`config.mk`:
```
export PLATFORM = sky130hd
export DESIGN_NAME = l2_bandwidth_arbiter_flat
export DESIGN_NICKNAME = d
export VERILOG_FILES = /design/src/logic/l2_arb_pkg.sv /design/src/logic/l2_arb_if.sv /design/src/logic/l2_bandwidth_arbiter.sv /design/src/flat_wrapper.sv
export SDC_FILE = /design/constraint.sdc
export NUM_CORES = 1
export LEC_CHECK = 0
export ABC_AREA = 0
export BUFFER_PORTS_ARGS = -buffer_cell sky130_fd_sc_hd__buf_4
export CELL_PAD_IN_SITES_DETAIL_PLACEMENT = 0
export CELL_PAD_IN_SITES_GLOBAL_PLACEMENT = 1
export CORE_AREA = 2 2 159 114
export DETAILED_ROUTE_END_ITERATION = 6
export DIE_AREA = 0 0 161 116
export PLACE_DENSITY = 0.91
export SYNTH_ARGS = -nofsm -noshare
export SYNTH_HDL_FRONTEND = slang
export SYNTH_SLANG_ARGS = --single-unit
```
`constraint.sdc`:
```
create_clock -name clk -period 4 [get_ports clk]
set_input_delay 0.4 -clock clk [delete_from_list [all_inputs] [get_ports clk]]
set_output_delay 0.4 -clock clk [all_outputs]
set_load 0.05 [all_outputs]
```
`src/logic/l2_arb_pkg.sv`:
```
// Shared constants for the L2 bandwidth arbiter and its requester end.
// Assumes a 25-bit byte address space and 32-bit register words.
package l2_arb_pkg;
  localparam int          ADDR_W         = 25;
  localparam int          PRI_W          = 3;
  localparam int          CNT_W          = 6;
  localparam int          MID_W          = 4;
  // Register byte addresses
  localparam logic [24:0] INTERNAL_DMA_CH1_COUNT_OFS  = 25'h1820110;
  localparam logic [24:0] MASTER_PRIORITY_0_OFS = 25'h1c4003c;
  localparam logic [24:0] MASTER_PRIORITY_1_OFS = 25'h1c40040;
  localparam logic [24:0] CORE_ARB_CTRL_OFS   = 25'h1820200;
  localparam logic [24:0] ARB_STATUS_OFS      = 25'h1820204;
  // Field positions
  localparam int          CORE_PRI_POS   = 0;
  localparam int          LIMIT_POS      = 16;
  localparam int          INTERNAL_DMA_PRIORITY_FIELD_POS   = 29;
  localparam int          MST_FIELD_W    = 4;
  // Reset values
  localparam logic [2:0]  CORE_PRI_RST   = 3'h1;
  localparam logic [5:0]  LIMIT_RST      = 6'h10;
  localparam logic [2:0]  DMA_PRI_RST    = 3'h2;
  localparam logic [31:0] MST_PRI_RST    = 32'h22222222;
  // Effective slave port priority once its commands are all issued
  localparam logic [2:0]  LOWERED_PRI    = 3'h7;
  localparam logic [5:0]  CNT_MAX        = 6'h3f;
endpackage

```
`src/logic/l2_arb_if.sv`:
```
// Link between the L2 arbiter and the requester end.
// Assumes both ends share clk and the synchronous reset.
`timescale 1ns/1ns
interface l2_arb_if;
  logic        core_req;
  logic        internal_dma_req;
  logic        slave_dma_port_req;
  logic        slave_dma_port_done;
  logic [3:0]  slave_dma_port_mid;
  logic        core_gnt;
  logic        internal_dma_gnt;
  logic        slave_dma_port_gnt;
  logic [24:0] reg_addr;
  logic [31:0] reg_wdata;
  logic        reg_wr;
  logic        reg_rd;
  logic [31:0] reg_rdata;

  modport device (
    input  core_req, internal_dma_req, slave_dma_port_req, slave_dma_port_done, slave_dma_port_mid,
    input  reg_addr, reg_wdata, reg_wr, reg_rd,
    output core_gnt, internal_dma_gnt, slave_dma_port_gnt, reg_rdata
  );
  modport requester (
    output core_req, internal_dma_req, slave_dma_port_req, slave_dma_port_done, slave_dma_port_mid,
    output reg_addr, reg_wdata, reg_wr, reg_rd,
    input  core_gnt, internal_dma_gnt, slave_dma_port_gnt, reg_rdata
  );
endinterface // l2_arb_if

```
`src/logic/l2_bandwidth_arbiter.sv`:
```
// L2 RAM bandwidth arbiter: core, internal DMA and slave DMA port.
// Assumes requests are levels held until granted, all on clk.
`timescale 1ns/1ns
module l2_bandwidth_arbiter (
  input  wire logic clk,
  input  wire logic rst_n,
  l2_arb_if.device  bus,
  output logic [2:0] slave_dma_port_eff_pri,
  output logic       core_favoured
);
  // Configuration registers
  logic [2:0]  core_pri_r,  core_pri_nxt;
  logic [5:0]  limit_r,     limit_nxt;
  logic [31:0] internal_dma_cnt_r,  internal_dma_cnt_nxt;
  logic [31:0] mst0_r,      mst0_nxt;
  logic [31:0] mst1_r,      mst1_nxt;
  logic [31:0] rdata_r,     rdata_nxt;
  // Arbitration state
  logic [5:0]  cnt_r [2],   cnt_nxt [2];
  logic        rr_r,        rr_nxt;
  logic [2:0]  gnt;
  logic [2:0]  pri [3];
  logic [2:0]  req;
  logic [2:0]  slave_dma_port_pri;
  logic [31:0] mst_sel;
  logic [2:0]  dma_win;

  // Register writes and registered read data
  always_comb begin
    core_pri_nxt = core_pri_r;
    limit_nxt    = limit_r;
    internal_dma_cnt_nxt = internal_dma_cnt_r;
    mst0_nxt     = mst0_r;
    mst1_nxt     = mst1_r;
    rdata_nxt    = 32'h00000000;
    if (bus.reg_wr) begin
      unique case (bus.reg_addr)
        l2_arb_pkg::CORE_ARB_CTRL_OFS: begin
          core_pri_nxt = bus.reg_wdata[l2_arb_pkg::CORE_PRI_POS +: 3];
          limit_nxt    = bus.reg_wdata[l2_arb_pkg::LIMIT_POS +: 6];
        end
        l2_arb_pkg::INTERNAL_DMA_CH1_COUNT_OFS:    internal_dma_cnt_nxt = bus.reg_wdata;
        l2_arb_pkg::MASTER_PRIORITY_0_OFS: mst0_nxt = bus.reg_wdata;
        l2_arb_pkg::MASTER_PRIORITY_1_OFS: mst1_nxt = bus.reg_wdata;
        default: ;
      endcase
    end
    if (bus.reg_rd) begin
      unique case (bus.reg_addr)
        l2_arb_pkg::CORE_ARB_CTRL_OFS:
          rdata_nxt = {10'h000, limit_r, 13'h0000, core_pri_r};
        l2_arb_pkg::INTERNAL_DMA_CH1_COUNT_OFS:    rdata_nxt = internal_dma_cnt_r;
        l2_arb_pkg::MASTER_PRIORITY_0_OFS: rdata_nxt = mst0_r;
        l2_arb_pkg::MASTER_PRIORITY_1_OFS: rdata_nxt = mst1_r;
        l2_arb_pkg::ARB_STATUS_OFS:
          rdata_nxt = {11'h000, slave_dma_port_eff_pri, cnt_r[1], 2'h0,
                       cnt_r[0], 1'b0, gnt};
        default:                           rdata_nxt = 32'h00000000;
      endcase
    end
  end

  always_ff @(posedge clk) begin
    if (!rst_n) begin
      core_pri_r <= l2_arb_pkg::CORE_PRI_RST;
      limit_r    <= l2_arb_pkg::LIMIT_RST;
      internal_dma_cnt_r <= {l2_arb_pkg::DMA_PRI_RST, 29'h00000000};
      mst0_r     <= l2_arb_pkg::MST_PRI_RST;
      mst1_r     <= l2_arb_pkg::MST_PRI_RST;
      rdata_r    <= 32'h00000000;
    end else begin
      core_pri_r <= core_pri_nxt;
      limit_r    <= limit_nxt;
      internal_dma_cnt_r <= internal_dma_cnt_nxt;
      mst0_r     <= mst0_nxt;
      mst1_r     <= mst1_nxt;
      rdata_r    <= rdata_nxt;
    end
  end

  assign bus.reg_rdata = rdata_r;

  // Slave port priority from the originating master's field
  always_comb begin
    mst_sel  = bus.slave_dma_port_mid[3] ? mst1_r : mst0_r;
    slave_dma_port_pri = mst_sel[{bus.slave_dma_port_mid[2:0], 2'b00} +: 3];
    slave_dma_port_eff_pri = bus.slave_dma_port_done ? l2_arb_pkg::LOWERED_PRI
                                 : slave_dma_port_pri;
  end

  // Requester table: index 0 core, 1 internal DMA, 2 slave port
  always_comb begin
    req    = {bus.slave_dma_port_req, bus.internal_dma_req, bus.core_req};
    pri[0] = core_pri_r;
    pri[1] = internal_dma_cnt_r[l2_arb_pkg::INTERNAL_DMA_PRIORITY_FIELD_POS +: 3];
    pri[2] = slave_dma_port_eff_pri;
  end

  // Pick the stronger DMA requester, equal levels alternate
  always_comb begin
    dma_win = 3'h0;
    if (req[1] && req[2]) begin
      if (pri[1] < pri[2])
        dma_win = 3'h2;
      else if (pri[2] < pri[1])
        dma_win = 3'h4;
      else
        dma_win = rr_r ? 3'h4 : 3'h2;
    end else if (req[1]) begin
      dma_win = 3'h2;
    end else if (req[2]) begin
      dma_win = 3'h4;
    end
  end

  // Grant decision
  always_comb begin
    logic starve1;
    logic starve2;
    starve1 = 1'b0;
    starve2 = 1'b0;
    gnt     = 3'h0;
    core_favoured = 1'b0;
    starve1 = req[1] && limit_r != 6'h00 && cnt_r[0] >= limit_r;
    starve2 = req[2] && limit_r != 6'h00 && cnt_r[1] >= limit_r;
    if (starve1 && !(rr_r && starve2))
      gnt = 3'h2;
    else if (starve2)
      gnt = 3'h4;
    else if (req[0]) begin
      gnt = 3'h1;
      // Inversion: core still wins at lower or equal level
      core_favoured = dma_win != 3'h0 &&
        ((dma_win[1] && pri[0] >= pri[1]) ||
         (dma_win[2] && pri[0] >= pri[2]));
    end else
      gnt = dma_win;
  end

  assign bus.core_gnt = gnt[0];
  assign bus.internal_dma_gnt = gnt[1];
  assign bus.slave_dma_port_gnt = gnt[2];

  // Contention counters and tie toggle
  always_comb begin
    logic blocked;
    blocked = 1'b0;
    rr_nxt  = rr_r;
    if ((gnt[1] || gnt[2]) && req[1] && req[2])
      rr_nxt = gnt[1];
    for (int i = 0; i < 2; i++) begin
      blocked = 1'b0;
      for (int j = 0; j < 3; j++)
        if (gnt[j] && pri[j] < pri[i + 1])
          blocked = 1'b1;
      if (gnt[i + 1] || !req[i + 1])
        cnt_nxt[i] = 6'h00;
      else if (blocked && cnt_r[i] != l2_arb_pkg::CNT_MAX)
        cnt_nxt[i] = cnt_r[i] + 6'h01;
      else
        cnt_nxt[i] = cnt_r[i];
    end
  end

  always_ff @(posedge clk) begin
    if (!rst_n) begin
      cnt_r[0] <= 6'h00;
      cnt_r[1] <= 6'h00;
      rr_r     <= 1'b0;
    end else begin
      cnt_r[0] <= cnt_nxt[0];
      cnt_r[1] <= cnt_nxt[1];
      rr_r     <= rr_nxt;
    end
  end
endmodule // l2_bandwidth_arbiter

```
`src/flat_wrapper.sv`:
```
// flat-port wrapper written by rule: the top's interface ports become plain ports
module l2_bandwidth_arbiter_flat 
  (clk, rst_n, slave_dma_port_eff_pri, core_favoured, bus_core_req, bus_internal_dma_req, bus_slave_dma_port_req, bus_slave_dma_port_done, bus_slave_dma_port_mid, bus_reg_addr, bus_reg_wdata, bus_reg_wr, bus_reg_rd, bus_core_gnt, bus_internal_dma_gnt, bus_slave_dma_port_gnt, bus_reg_rdata);
  l2_arb_if bus_i ();
  input  wire logic clk;
  input  wire logic rst_n;
  output logic [2:0] slave_dma_port_eff_pri;
  output logic core_favoured;
  input wire logic [$bits(bus_i.core_req)-1:0] bus_core_req;
  input wire logic [$bits(bus_i.internal_dma_req)-1:0] bus_internal_dma_req;
  input wire logic [$bits(bus_i.slave_dma_port_req)-1:0] bus_slave_dma_port_req;
  input wire logic [$bits(bus_i.slave_dma_port_done)-1:0] bus_slave_dma_port_done;
  input wire logic [$bits(bus_i.slave_dma_port_mid)-1:0] bus_slave_dma_port_mid;
  input wire logic [$bits(bus_i.reg_addr)-1:0] bus_reg_addr;
  input wire logic [$bits(bus_i.reg_wdata)-1:0] bus_reg_wdata;
  input wire logic [$bits(bus_i.reg_wr)-1:0] bus_reg_wr;
  input wire logic [$bits(bus_i.reg_rd)-1:0] bus_reg_rd;
  output wire logic [$bits(bus_i.core_gnt)-1:0] bus_core_gnt;
  output wire logic [$bits(bus_i.internal_dma_gnt)-1:0] bus_internal_dma_gnt;
  output wire logic [$bits(bus_i.slave_dma_port_gnt)-1:0] bus_slave_dma_port_gnt;
  output wire logic [$bits(bus_i.reg_rdata)-1:0] bus_reg_rdata;
  assign bus_i.core_req = bus_core_req;
  assign bus_i.internal_dma_req = bus_internal_dma_req;
  assign bus_i.slave_dma_port_req = bus_slave_dma_port_req;
  assign bus_i.slave_dma_port_done = bus_slave_dma_port_done;
  assign bus_i.slave_dma_port_mid = bus_slave_dma_port_mid;
  assign bus_i.reg_addr = bus_reg_addr;
  assign bus_i.reg_wdata = bus_reg_wdata;
  assign bus_i.reg_wr = bus_reg_wr;
  assign bus_i.reg_rd = bus_reg_rd;
  assign bus_core_gnt = bus_i.core_gnt;
  assign bus_internal_dma_gnt = bus_i.internal_dma_gnt;
  assign bus_slave_dma_port_gnt = bus_i.slave_dma_port_gnt;
  assign bus_reg_rdata = bus_i.reg_rdata;
  l2_bandwidth_arbiter u_core (.clk(clk), .rst_n(rst_n), .bus(bus_i), .slave_dma_port_eff_pri(slave_dma_port_eff_pri), .core_favoured(core_favoured));
endmodule
```
==> results.py, run 1 <==
metrics = {
    "grt": {
        "overflow": 0,
        "grt.total_usage_pct": 24.4,
        "grt_pass1_wl_um": 35200,
        "antenna_found_initial": 0,
        "grt_pass1_vias": 6161,
        "grt_max_degree": 46,
    },
    "drt": {
        "dr_total_vias": 6677,
        "via_per_inst": 5.65,
        "drc_errors": 8,
        "ant_nets": 0,
        "drtIter0Drc": 870,
        "wl_um": 22700,
        "first_pass_iters": 7,
        "routedWlPerCell_um": 19.2,
    },
    "worst_setup_path": {
        "reg2reg_to": "u_core.cnt_r[0][3]",
        "reg2regPathDepth": 15,
        "cp.buffers_inverters": 2,
        "cpPeakStageDelay_ps": 530,
        "r2r-start": "u_core.mst1_r[28]",
        "arrival_ps": 3550,
        "critPathKind": "register to output pin",
        "crit_family": "multiplexers",
        "rrSetupSlack_ps": 440,
        "endpoint_kind": "output pin",
        "crit_required_ps": 3600,
        "path_cells": "mux4_2 > mux4_2 > nor2_4 > inv_2 > ha_4 > a21boi_2 > o21a_1 > o21ai_2 > nand3b_1 > a31o_2 > and2_4 > nor2_4 > buf_8",
        "cp_slowest_cell": "mux4_2",
        "crit_path_start_kind": "register",
        "path_max_fanout": 4,
    },
    "finish": {
        "syn_to_final_growth_pct": 23.6,
        "num_antenna_cells": 0,
        "layout.cells.non_filler": 1182,
        "postLayoutCoreUtil_pct": 53.0,
        "nets": 1028,
        "drive_gt1_share_pct": 23.3,
        "design_area_um2": 9010,
    },
    "synth": {
        "synth_top_area_share_pct": 41.2,
        "synth_seq_cells": 150,
        "yosysTopAreaCell": "dfxtp_1",
        "synthesis.area_um2": 7290,
        "yosysUniqueCellTypes": 68,
        "synth_area_leaders": "dfxtp_1 (41%), nand2_1 (12%), a21boi_0 (7.0%)",
        "yosys_warnings": 0,
        "yosysSeqAreaShare_pct": 41.2,
        "syn_area_per_cell_um2": 8.67,
        "synth.most_common_cell": "nand2_1",
        "ys.flop_type": "dfxtp_1",
        "ys_async_sr_fraction_pct": 0,
        "synth_edf_count": 0,
        "synth_commonest_cells": "nand2_1 (225), dfxtp_1 (150), a21boi_0 (68)",
        "syn_inst": 841,
        "synth_fp_nets": 931,
    },
    "hold_path": {
        "hold_depth": 3,
        "hold_path.class": "primary input to register",
        "worstHoldEndpoint": "u_core.mst1_r[25]",
        "hp-start": "bus_reg_wdata[25]",
    },
    "die": {
        "start_util_pct": 42.9,
        "die_h_um": 116,
        "core_um2": 17000,
        "num_rows": 40,
        "die_area_um2": 18700,
        "ios": 108,
        "die_w_um": 161,
    },
    "clock_network": {
        "htreeDepth": 4,
        "cts.sinks": 150,
        "hold_buffers": 0,
        "clkLatencyLatePin_ps": 430,
        "clk_pin_slew_ps": 60,
        "cts-buffers-inserted": 17,
        "clk_path_buf_depth": 2,
        "cts_root_buf": "clkbuf_16",
        "cts_tree": "yes",
    },
    "placement": {
        "postPlaceCellArea_um2": 8240,
        "post-place-cells": 1139,
        "dpl.hpwl_um": 15100,
        "gp_congestion": 0.937,
        "io_buffer_count": 107,
    },
    "timing": {
        "rsz0062_at_grt": "true",
        "timing.final.crit_share_pct": 98.6,
        "finalSetupViolCount": 0,
        "max_freq_ghz": 0.253,
        "finalSetupTns_ps": 0,
        "finalHoldWorstSlack_ps": 207,
        "finalHoldViolCount": 0,
        "period_needed_ps": 3950,
        "slew_headroom_pct": 59.8,
        "clock_skew_ps": 12.5,
        "final_max_slew_viol_count": 0,
        "tightest_slew_ps": 604,
    },
    "status": {
        "violations": "design-rule violations",
        "status": "complete, but fails checks",
    },
    "job": {
        "max_cap_violations": 0,
    },
    "power_and_ir_drop": {
        "p_leak_uw": 0.00336,
        "powerDensity_nw_per_um2": 379,
        "ir_drop_v": 0.000235,
    },
}
-- report_power, final --
group | total, µW | switching [µW] | internal (µW) | leakage [µW]
clock network | 1720 | 713 | 1000 | 0.000299
logic | 202 | 107 | 94.8 | 0.00184
registers | 1500 | 3.53 | 1490 | 0.00121
total | 3420 | 824 | 2590 | 0.00336
-- state kept, by name (all words and copies together) (netlist names) --
signal / flops
u_core.core_pri_r: 3
u_core.internal_dma_cnt_r: 32
u_core.limit_r: 6
u_core.bus.reg_rdata: 32
u_core.rr_r: 1
u_core.mst0_r: 32
u_core.mst1_r: 32
u_core.cnt_r: 12
-- layer usage --
metal	GRT usage [%]	vias to the layer above	wire length [µm]
met4	6.55	0	297
met1	34.2	3143	10200
met2	37.4	331	9820
met5	0	-	0
met3	6.34	32	2320
li1	-	3171	-
-- worst register-to-register path, cell delays in order, from the launching register on --
cell and delay, ps:
dfxtp_2 330, mux4_2 470, mux4_2 530, nor2_4 140, inv_2 70, ha_4 180, a21boi_2 130, o21a_1 160
o21ai_2 70, nand3b_1 280, buf_4 220, buf_4 120, nand3_1 90, o2bb2ai_2 200, nand4_1 150, mux2_1 330
-- worst max-delay path by stage --
stage | from | end | cells past startpoint
finish | u_core.mst1_r[28] | bus_slave_dma_port_gnt | 13
global route | u_core.mst1_r[28] | bus_slave_dma_port_gnt | 13
CTS | u_core.mst0_r[28] | bus_slave_dma_port_gnt | 13
detailed placement | bus_slave_dma_port_mid[0] | bus_slave_dma_port_gnt | 14
global placement | bus_slave_dma_port_mid[0] | bus_slave_dma_port_gnt | 14
floorplan | bus_slave_dma_port_mid[0] | bus_slave_dma_port_gnt | 13
-- through the flow --
| step | worst slack [ps] | total power [µW] |
|---|---|---|
| 2_1_floorplan | -66.1 | 1620 |
| 5_1_grt | -48.4 | 3510 |
| 3_3_place_gp | 53.8 | 1720 |
| 3_5_place_dp | -18.2 | 1720 |
| 4_1_cts | 3.20 | 3410 |
| 6_report | 54.2 | 3420 |
-- cell type report --
cell class / count / area (µm²)
Fill cell: 1612 / 8000
Multi-Input combinational cell: 610 / 3970
Sequential cell: 150 / 3020
Timing Repair Buffer: 135 / 1030
Clock buffer: 18 / 429
Tap cell: 231 / 289
Clock inverter: 14 / 190
Inverter: 24 / 90.1
-- cell families (layout without fill, tap and decap cells) --
kind of cell / after synthesis / after routing / synth area share (%)
compound gates: 206 / 206 / 21.4
xor+xnor: 2 / 2 / 0.240
fa+ha+maj: 22 / 22 / 3.74
buf+inv: 81 / 191 / 5.04
flops: 150 / 150 / 41.2
mux: 26 / 26 / 6.50
simple gates: 354 / 354 / 21.9
-- repair_timing --
action                                  CTS  global route
buffers inserted                          2             9
resized for setup                         5            30
pin swaps                                 1             8
endpoints found under the setup margin    2             3
-- cells in the final DEF (no fill, tap or decap), drive strengths merged, types with 17 or more instances in the layout --
master,count
nand2,225
a222oi,30
buf,135
nor2,35
a21oi,36
a21boi,81
o21ai,17
ha,21
dfxtp,150
nand3,29
inv,31
clkbuf,18
Note: power is estimated with default switching activity, not from simulation.
==> run 2, diff against run 1 <==
--- a/config.mk
+++ b/config.mk
@@ -13,6 +13,7 @@
 export DETAILED_ROUTE_END_ITERATION = 6
 export DIE_AREA = 0 0 161 116
 export PLACE_DENSITY = 0.91
+export REMOVE_ABC_BUFFERS = 1
 export SYNTH_ARGS = -nofsm -noshare
 export SYNTH_HDL_FRONTEND = slang
 export SYNTH_SLANG_ARGS = --single-unit
==> run 2 against run 1 <==
Against the previous run:
- the flow now finishes without violations
- sequential power hardly changed
- critical path depth stayed put
- flip-flop and latch count stayed put
- wire length is 2.4% lower
- final area is 1.1% lower
- die area stayed put
- highest routed layer unchanged
- combinational power is 3% lower
- first-iteration DRC count is 21% higher
- critical path type unchanged
- largest power group unchanged
==> results.py, run 2 (same netlist as run 1, synthesis figures left out) <==
metrics = {
    "status": {
        "status": "finished clean",
    },
    "grt": {
        "antenna_found_initial": 0,
        "grt_max_degree": 62,
        "overflow": 0,
        "grt_pass1_vias": 6239,
        "grt_pass1_wl_um": 34800,
        "grt.total_usage_pct": 24.0,
    },
    "timing": {
        "finalSetupViolCount": 0,
        "max_freq_ghz": 0.259,
        "final_max_slew_viol_count": 0,
        "timing.final.ws_setup_ps": 137,
        "slew_headroom_pct": 55.3,
        "finalHoldWorstSlack_ps": 203,
        "finalHoldViolCount": 0,
        "rsz0062_at_grt": "false",
        "period_needed_ps": 3860,
        "tightest_slew_ps": 671,
        "timing.final.crit_share_pct": 96.6,
        "clock_skew_ps": 9.68,
    },
    "die": {
        "num_rows": 40,
        "start_util_pct": 42.9,
        "core_um2": 17000,
        "ios": 108,
        "die_w_um": 161,
        "die_h_um": 116,
        "die_area_um2": 18700,
    },
    "finish": {
        "nets": 1019,
        "num_antenna_cells": 0,
        "n_fill_cell": 1603,
        "final_cell_mix": "nand2_1 (225), dfxtp_1 (150), buf_4 (122)",
        "design_area_um2": 8920,
        "drive_gt1_share_pct": 21.0,
        "final_common_cell": "nand2_1",
        "syn_to_final_growth_pct": 22.3,
    },
    "power_and_ir_drop": {
        "powerDensity_nw_per_um2": 375,
        "ir_drop_v": 0.000218,
        "p_leak_uw": 0.00331,
        "power.total_uw": 3350,
    },
    "drt": {
        "ant_nets": 0,
        "routedWlPerCell_um": 18.9,
        "first_pass_iters": 6,
        "dr_total_vias": 6721,
        "drtIter0Drc": 1053,
        "drc_errors": 0,
        "wl_um": 22100,
        "via_per_inst": 5.73,
    },
    "job": {
        "max_cap_violations": 0,
    },
    "worst_setup_path": {
        "path_max_fanout": 4,
        "cp_slowest_cell": "mux4_2",
        "arrival_ps": 3460,
        "crit_family": "multiplexers",
        "crit_path_start_kind": "register",
        "cp.buffers_inverters": 2,
        "crit_required_ps": 3600,
        "critPathKind": "register to output pin",
        "cpPeakStageDelay_ps": 520,
        "endpoint_kind": "output pin",
        "path_cells": "mux4_2 > mux4_2 > nor2_4 > inv_2 > ha_4 > a21boi_2 > o21a_1 > o21ai_0 > nand3b_1 > a31o_2 > and2_4 > nor2_4 > buf_8",
    },
    "clock_network": {
        "post_cts.repair.setup_buffers": 0,
        "htreeDepth": 4,
        "cts_tree": "yes",
        "cts.sinks": 150,
        "clk_pin_slew_ps": 60,
        "clkLatencyLatePin_ps": 430,
        "clk_path_buf_depth": 2,
        "cts-buffers-inserted": 17,
        "hold_buffers": 0,
        "cts_root_buf": "clkbuf_16",
    },
    "placement": {
        "gp_congestion": 0.916,
        "postPlaceCellArea_um2": 8260,
        "io_buffer_count": 107,
        "dpl.hpwl_um": 14500,
        "pre_cts_slack_ps": -8.81,
    },
    "hold_path": {
        "hold_path.class": "primary input to register",
    },
}
## run 2: cell count changes in the layout (fill, tap and decap cells not counted), moves of 2 or more
cell and delta:
inv_8 -4, dfxtp_2 -12, clkinv_2 +4, nand2_1 +2, nand2_2 -2, dfxtp_1 +12
clkbuf_8 +2, buf_4 -10
## run 2: layout make-up
| type | instances | area, µm² | share of cell area, % |
|---|---|---|---|
| repair buffers | 126 | 973 | 10.9 |
| clock inverters | 12 | 149 | 1.67 |
| clock buffers | 19 | 453 | 5.08 |
| inverters | 24 | 90.1 | 1.01 |
| well taps | 231 | 289 | 3.24 |
| flip-flops and latches | 150 | 3000 | 33.7 |
| multi-input cells | 610 | 3960 | 44.4 |
## run 2: timing repair
action | 4_1_cts | 5_1_grt
gates cloned | 0 | 0
pin swaps | 1 | 3
setup endpoints to repair | 2 | 3
resized for setup | 6 | 15
## run 2: metal layers
layer / up-vias / track usage [%] / wire, µm
met4: 0 / 6.49 / 227
li1: 3146 / - / -
met2: 344 / 36.7 / 9550
met1: 3208 / 34.6 / 10200
met5: - / 0 / 0
met3: 23 / 5.08 / 2210
## run 2: path summary, 6_finish.rpt
check,start,end,slack (ps),depth (start not counted)
setup / recovery,u_core.mst1_r[28],bus_slave_dma_port_gnt,140,13
hold / removal,bus_reg_wdata[5],u_core.mst0_r[5],200,3
setup reg to reg,u_core.mst1_r[28],u_core.cnt_r[0][3],650,14
hold reg to reg,u_core.internal_dma_cnt_r[10],u_core.internal_dma_cnt_r[10],460,2
## run 2: through the flow
stage	utilization, %	TNS, ps	cells
6_report	52.4	0	1172
5_1_grt	52.4	0	1172
2_1_floorplan	-	-288	784
3_3_place_gp	48.6	0	1141
4_1_cts	52.1	0	1172
3_5_place_dp	48.6	-8.81	1141
## run 2: power breakdown
group | internal [µW] | switching (µW)
registers | 1500 | 3.05
clock network | 1010 | 641
logic | 92.0 | 103
total | 2600 | 748
## run 2: worst reg2reg max path, delay by kind of cell, from the launching register on
kind,cells,cell delay (ps)
muxes,3,1330
AOI/OAI and AO/OA,5,860
and+or+nand+nor,3,340
DFF,1,330
buffers and inverters,2,220
adders and majority gates,1,170
==> run 3, diff against run 2 <==
--- a/config.mk
+++ b/config.mk
@@ -6,6 +6,7 @@
 export NUM_CORES = 1
 export LEC_CHECK = 0
 export ABC_AREA = 0
+export ABC_CLOCK_PERIOD_IN_PS = 4000
 export BUFFER_PORTS_ARGS = -buffer_cell sky130_fd_sc_hd__buf_4
 export CELL_PAD_IN_SITES_DETAIL_PLACEMENT = 0
 export CELL_PAD_IN_SITES_GLOBAL_PLACEMENT = 1
@@ -13,6 +14,7 @@
 export DETAILED_ROUTE_END_ITERATION = 6
 export DIE_AREA = 0 0 161 116
 export PLACE_DENSITY = 0.91
+export RECOVER_POWER = 100
 export REMOVE_ABC_BUFFERS = 1
 export SYNTH_ARGS = -nofsm -noshare
 export SYNTH_HDL_FRONTEND = slang
==> run 3 against run 2 <==
Against the previous run:
- the flow now finishes with violations (design-rule violations, max-capacitance violations, max-slew violations)
- clock-buffer cell count unchanged
- fmax is 0.33% higher
- global-route usage did not move
- largest power group unchanged
- critical endpoint unchanged
- clock power barely moved
- sequential share of layout area grew 0.82 points
- highest routed layer unchanged
- first-iteration DRC count is 7.0% higher
==> results.py, run 3 (same netlist as run 1, synthesis figures left out) <==
metrics = {
    "die": {
        "die_h_um": 116,
        "die_w_um": 161,
        "core_um2": 17000,
        "die_area_um2": 18700,
        "start_util_pct": 42.9,
        "ios": 108,
        "num_rows": 40,
    },
    "placement": {
        "io_buffer_count": 107,
        "gp_congestion": 0.916,
        "postPlaceCellArea_um2": 8260,
        "dpl.hpwl_um": 14500,
        "pre_cts_slack_ps": -8.81,
    },
    "power_and_ir_drop": {
        "clkPwrFrac_pct": 49.6,
        "power.total_uw": 3350,
        "p_seq_share_pct": 44.8,
        "ir_drop_v": 0.000218,
        "p_leak_uw": 0.00311,
        "sw_frac_of_total_pct": 22.5,
        "combPwrFrac_pct": 5.7,
        "p_int_uw": 2590,
        "p_switching_uw": 754,
        "powerDensity_nw_per_um2": 385,
    },
    "grt": {
        "overflow": 0,
        "grt.total_usage_pct": 24.0,
        "grt_max_degree": 62,
        "grt_pass1_vias": 6239,
        "grt_pass1_wl_um": 34800,
        "antenna_found_initial": 0,
    },
    "finish": {
        "postLayoutCoreUtil_pct": 51.2,
        "n_fill_cell": 1639,
        "drive_gt1_share_pct": 16.2,
        "nets": 1019,
        "num_antenna_cells": 0,
        "design_area_um2": 8700,
        "final_cell_mix": "nand2_1 (225), dfxtp_1 (150), a21boi_0 (78), buf_4 (78), clkbuf_1 (41)",
        "final_common_cell": "nand2_1",
        "syn_to_final_growth_pct": 19.4,
    },
    "timing": {
        "tightest_slew_ps": 1910,
        "clock_skew_ps": 10.2,
        "finalHoldWorstSlack_ps": 200,
        "timing.final.crit_share_pct": 96.3,
        "timing.final.ws_setup_ps": 149,
        "rsz0062_at_grt": "false",
        "slew_headroom_pct": -27.3,
        "finalSetupViolCount": 0,
        "finalHoldViolCount": 0,
        "final_max_slew_viol_count": 127,
        "max_freq_ghz": 0.260,
        "period_needed_ps": 3850,
    },
    "drt": {
        "via_per_inst": 5.70,
        "first_pass_iters": 7,
        "ant_nets": 0,
        "routedWlPerCell_um": 18.9,
        "drc_errors": 1,
        "dr_total_vias": 6684,
        "wl_um": 22200,
        "drtIter0Drc": 1127,
    },
    "worst_setup_path": {
        "crit_required_ps": 3600,
        "path_max_fanout": 4,
        "arrival_ps": 3450,
        "critPathKind": "register to output pin",
        "reg2reg_to": "u_core.cnt_r[0][10]",
        "crit_path_start_kind": "register",
        "r2r-start": "u_core.mst1_r[28]",
        "endpoint_kind": "output pin",
        "reg2regPathDepth": 13,
        "rrSetupSlack_ps": 500,
    },
    "clock_network": {
        "cts_root_buf": "clkbuf_16",
        "cts_tree": "yes",
        "htreeDepth": 4,
        "cts.sinks": 150,
        "post_cts.repair.setup_buffers": 0,
        "clk_path_buf_depth": 2,
        "clkLatencyLatePin_ps": 430,
        "clk_pin_slew_ps": 60,
        "hold_buffers": 0,
        "cts-buffers-inserted": 17,
    },
    "job": {
        "max_cap_violations": 4,
    },
    "hold_path": {
        "hold_depth": 3,
        "hold_path.class": "primary input to register",
        "hp-start": "bus_reg_wdata[5]",
        "worstHoldEndpoint": "u_core.mst0_r[5]",
    },
    "status": {
        "status": "complete, but fails checks",
        "violations": "design-rule violations, max-capacitance violations, max-slew violations",
    },
}
==> run 3: metal layers <==
metal	vias to the layer above	track usage [%]	part of all wire, %
met5	-	0	0
met4	0	6.49	1.2
met3	26	5.08	11
met2	366	36.7	43
met1	3148	34.6	45
li1	3144	-	-
==> run 3: area by class of cell <==
class	count	area, µm²	share of cell area, %
multi-input combinational	610	3920	45.0
clock buffer	19	453	5.20
timing repair buffer	126	802	9.21
tap	231	289	3.32
inverter	24	90.1	1.03
clock inverter	12	149	1.71
sequential	150	3000	34.5
==> run 3: metrics by stage <==
step                      TNS, ps  instances
after floorplan              -288        784
after global placement          0       1141
after detailed placement    -8.81       1141
after CTS                       0       1172
after global routing            0       1172
final                           0       1172
==> run 3: repair_timing <==
action | CTS | global route
endpoints found under the setup margin | 2 | 3
pin swaps | 1 | 3
gates resized for setup | 6 | 15
==> run 3: worst max path at each step <==
stage	to	slack [ps]	cells after the start	startpoint
2_1_floorplan	bus_slave_dma_port_gnt	-160	12	bus_slave_dma_port_mid[0]
3_3_place_gp	bus_slave_dma_port_gnt	40	14	bus_slave_dma_port_mid[0]
3_5_place_dp	bus_slave_dma_port_gnt	-9	14	bus_slave_dma_port_mid[0]
4_1_cts	bus_slave_dma_port_gnt	10	13	u_core.mst0_r[4]
5_1_grt	bus_slave_dma_port_gnt	10	13	u_core.mst1_r[28]
6_report	bus_slave_dma_port_gnt	150	13	u_core.mst1_r[28]
==> run 3: worst max-delay path: stages (launching register included) <==
cell      delay, ps
dfxtp_1         330
mux4_2          480
mux4_2          510
nor2_4          110
inv_2            60
ha_4            170
a21boi_2        130
o21a_1          130
o21ai_0          80
nand3b_1        270
a31o_2          310
and2_4          170
nor2_4          110
buf_8           150
==> run 3: power groups by stage <==
stage	combinational (µW)	sequential, µW	clock, µW
final	190	1500	1660
after global routing	202	1500	1740
after CTS	188	1500	1660
after detailed placement	186	1530	0
after global placement	186	1530	0
after floorplan	68.8	1530	0
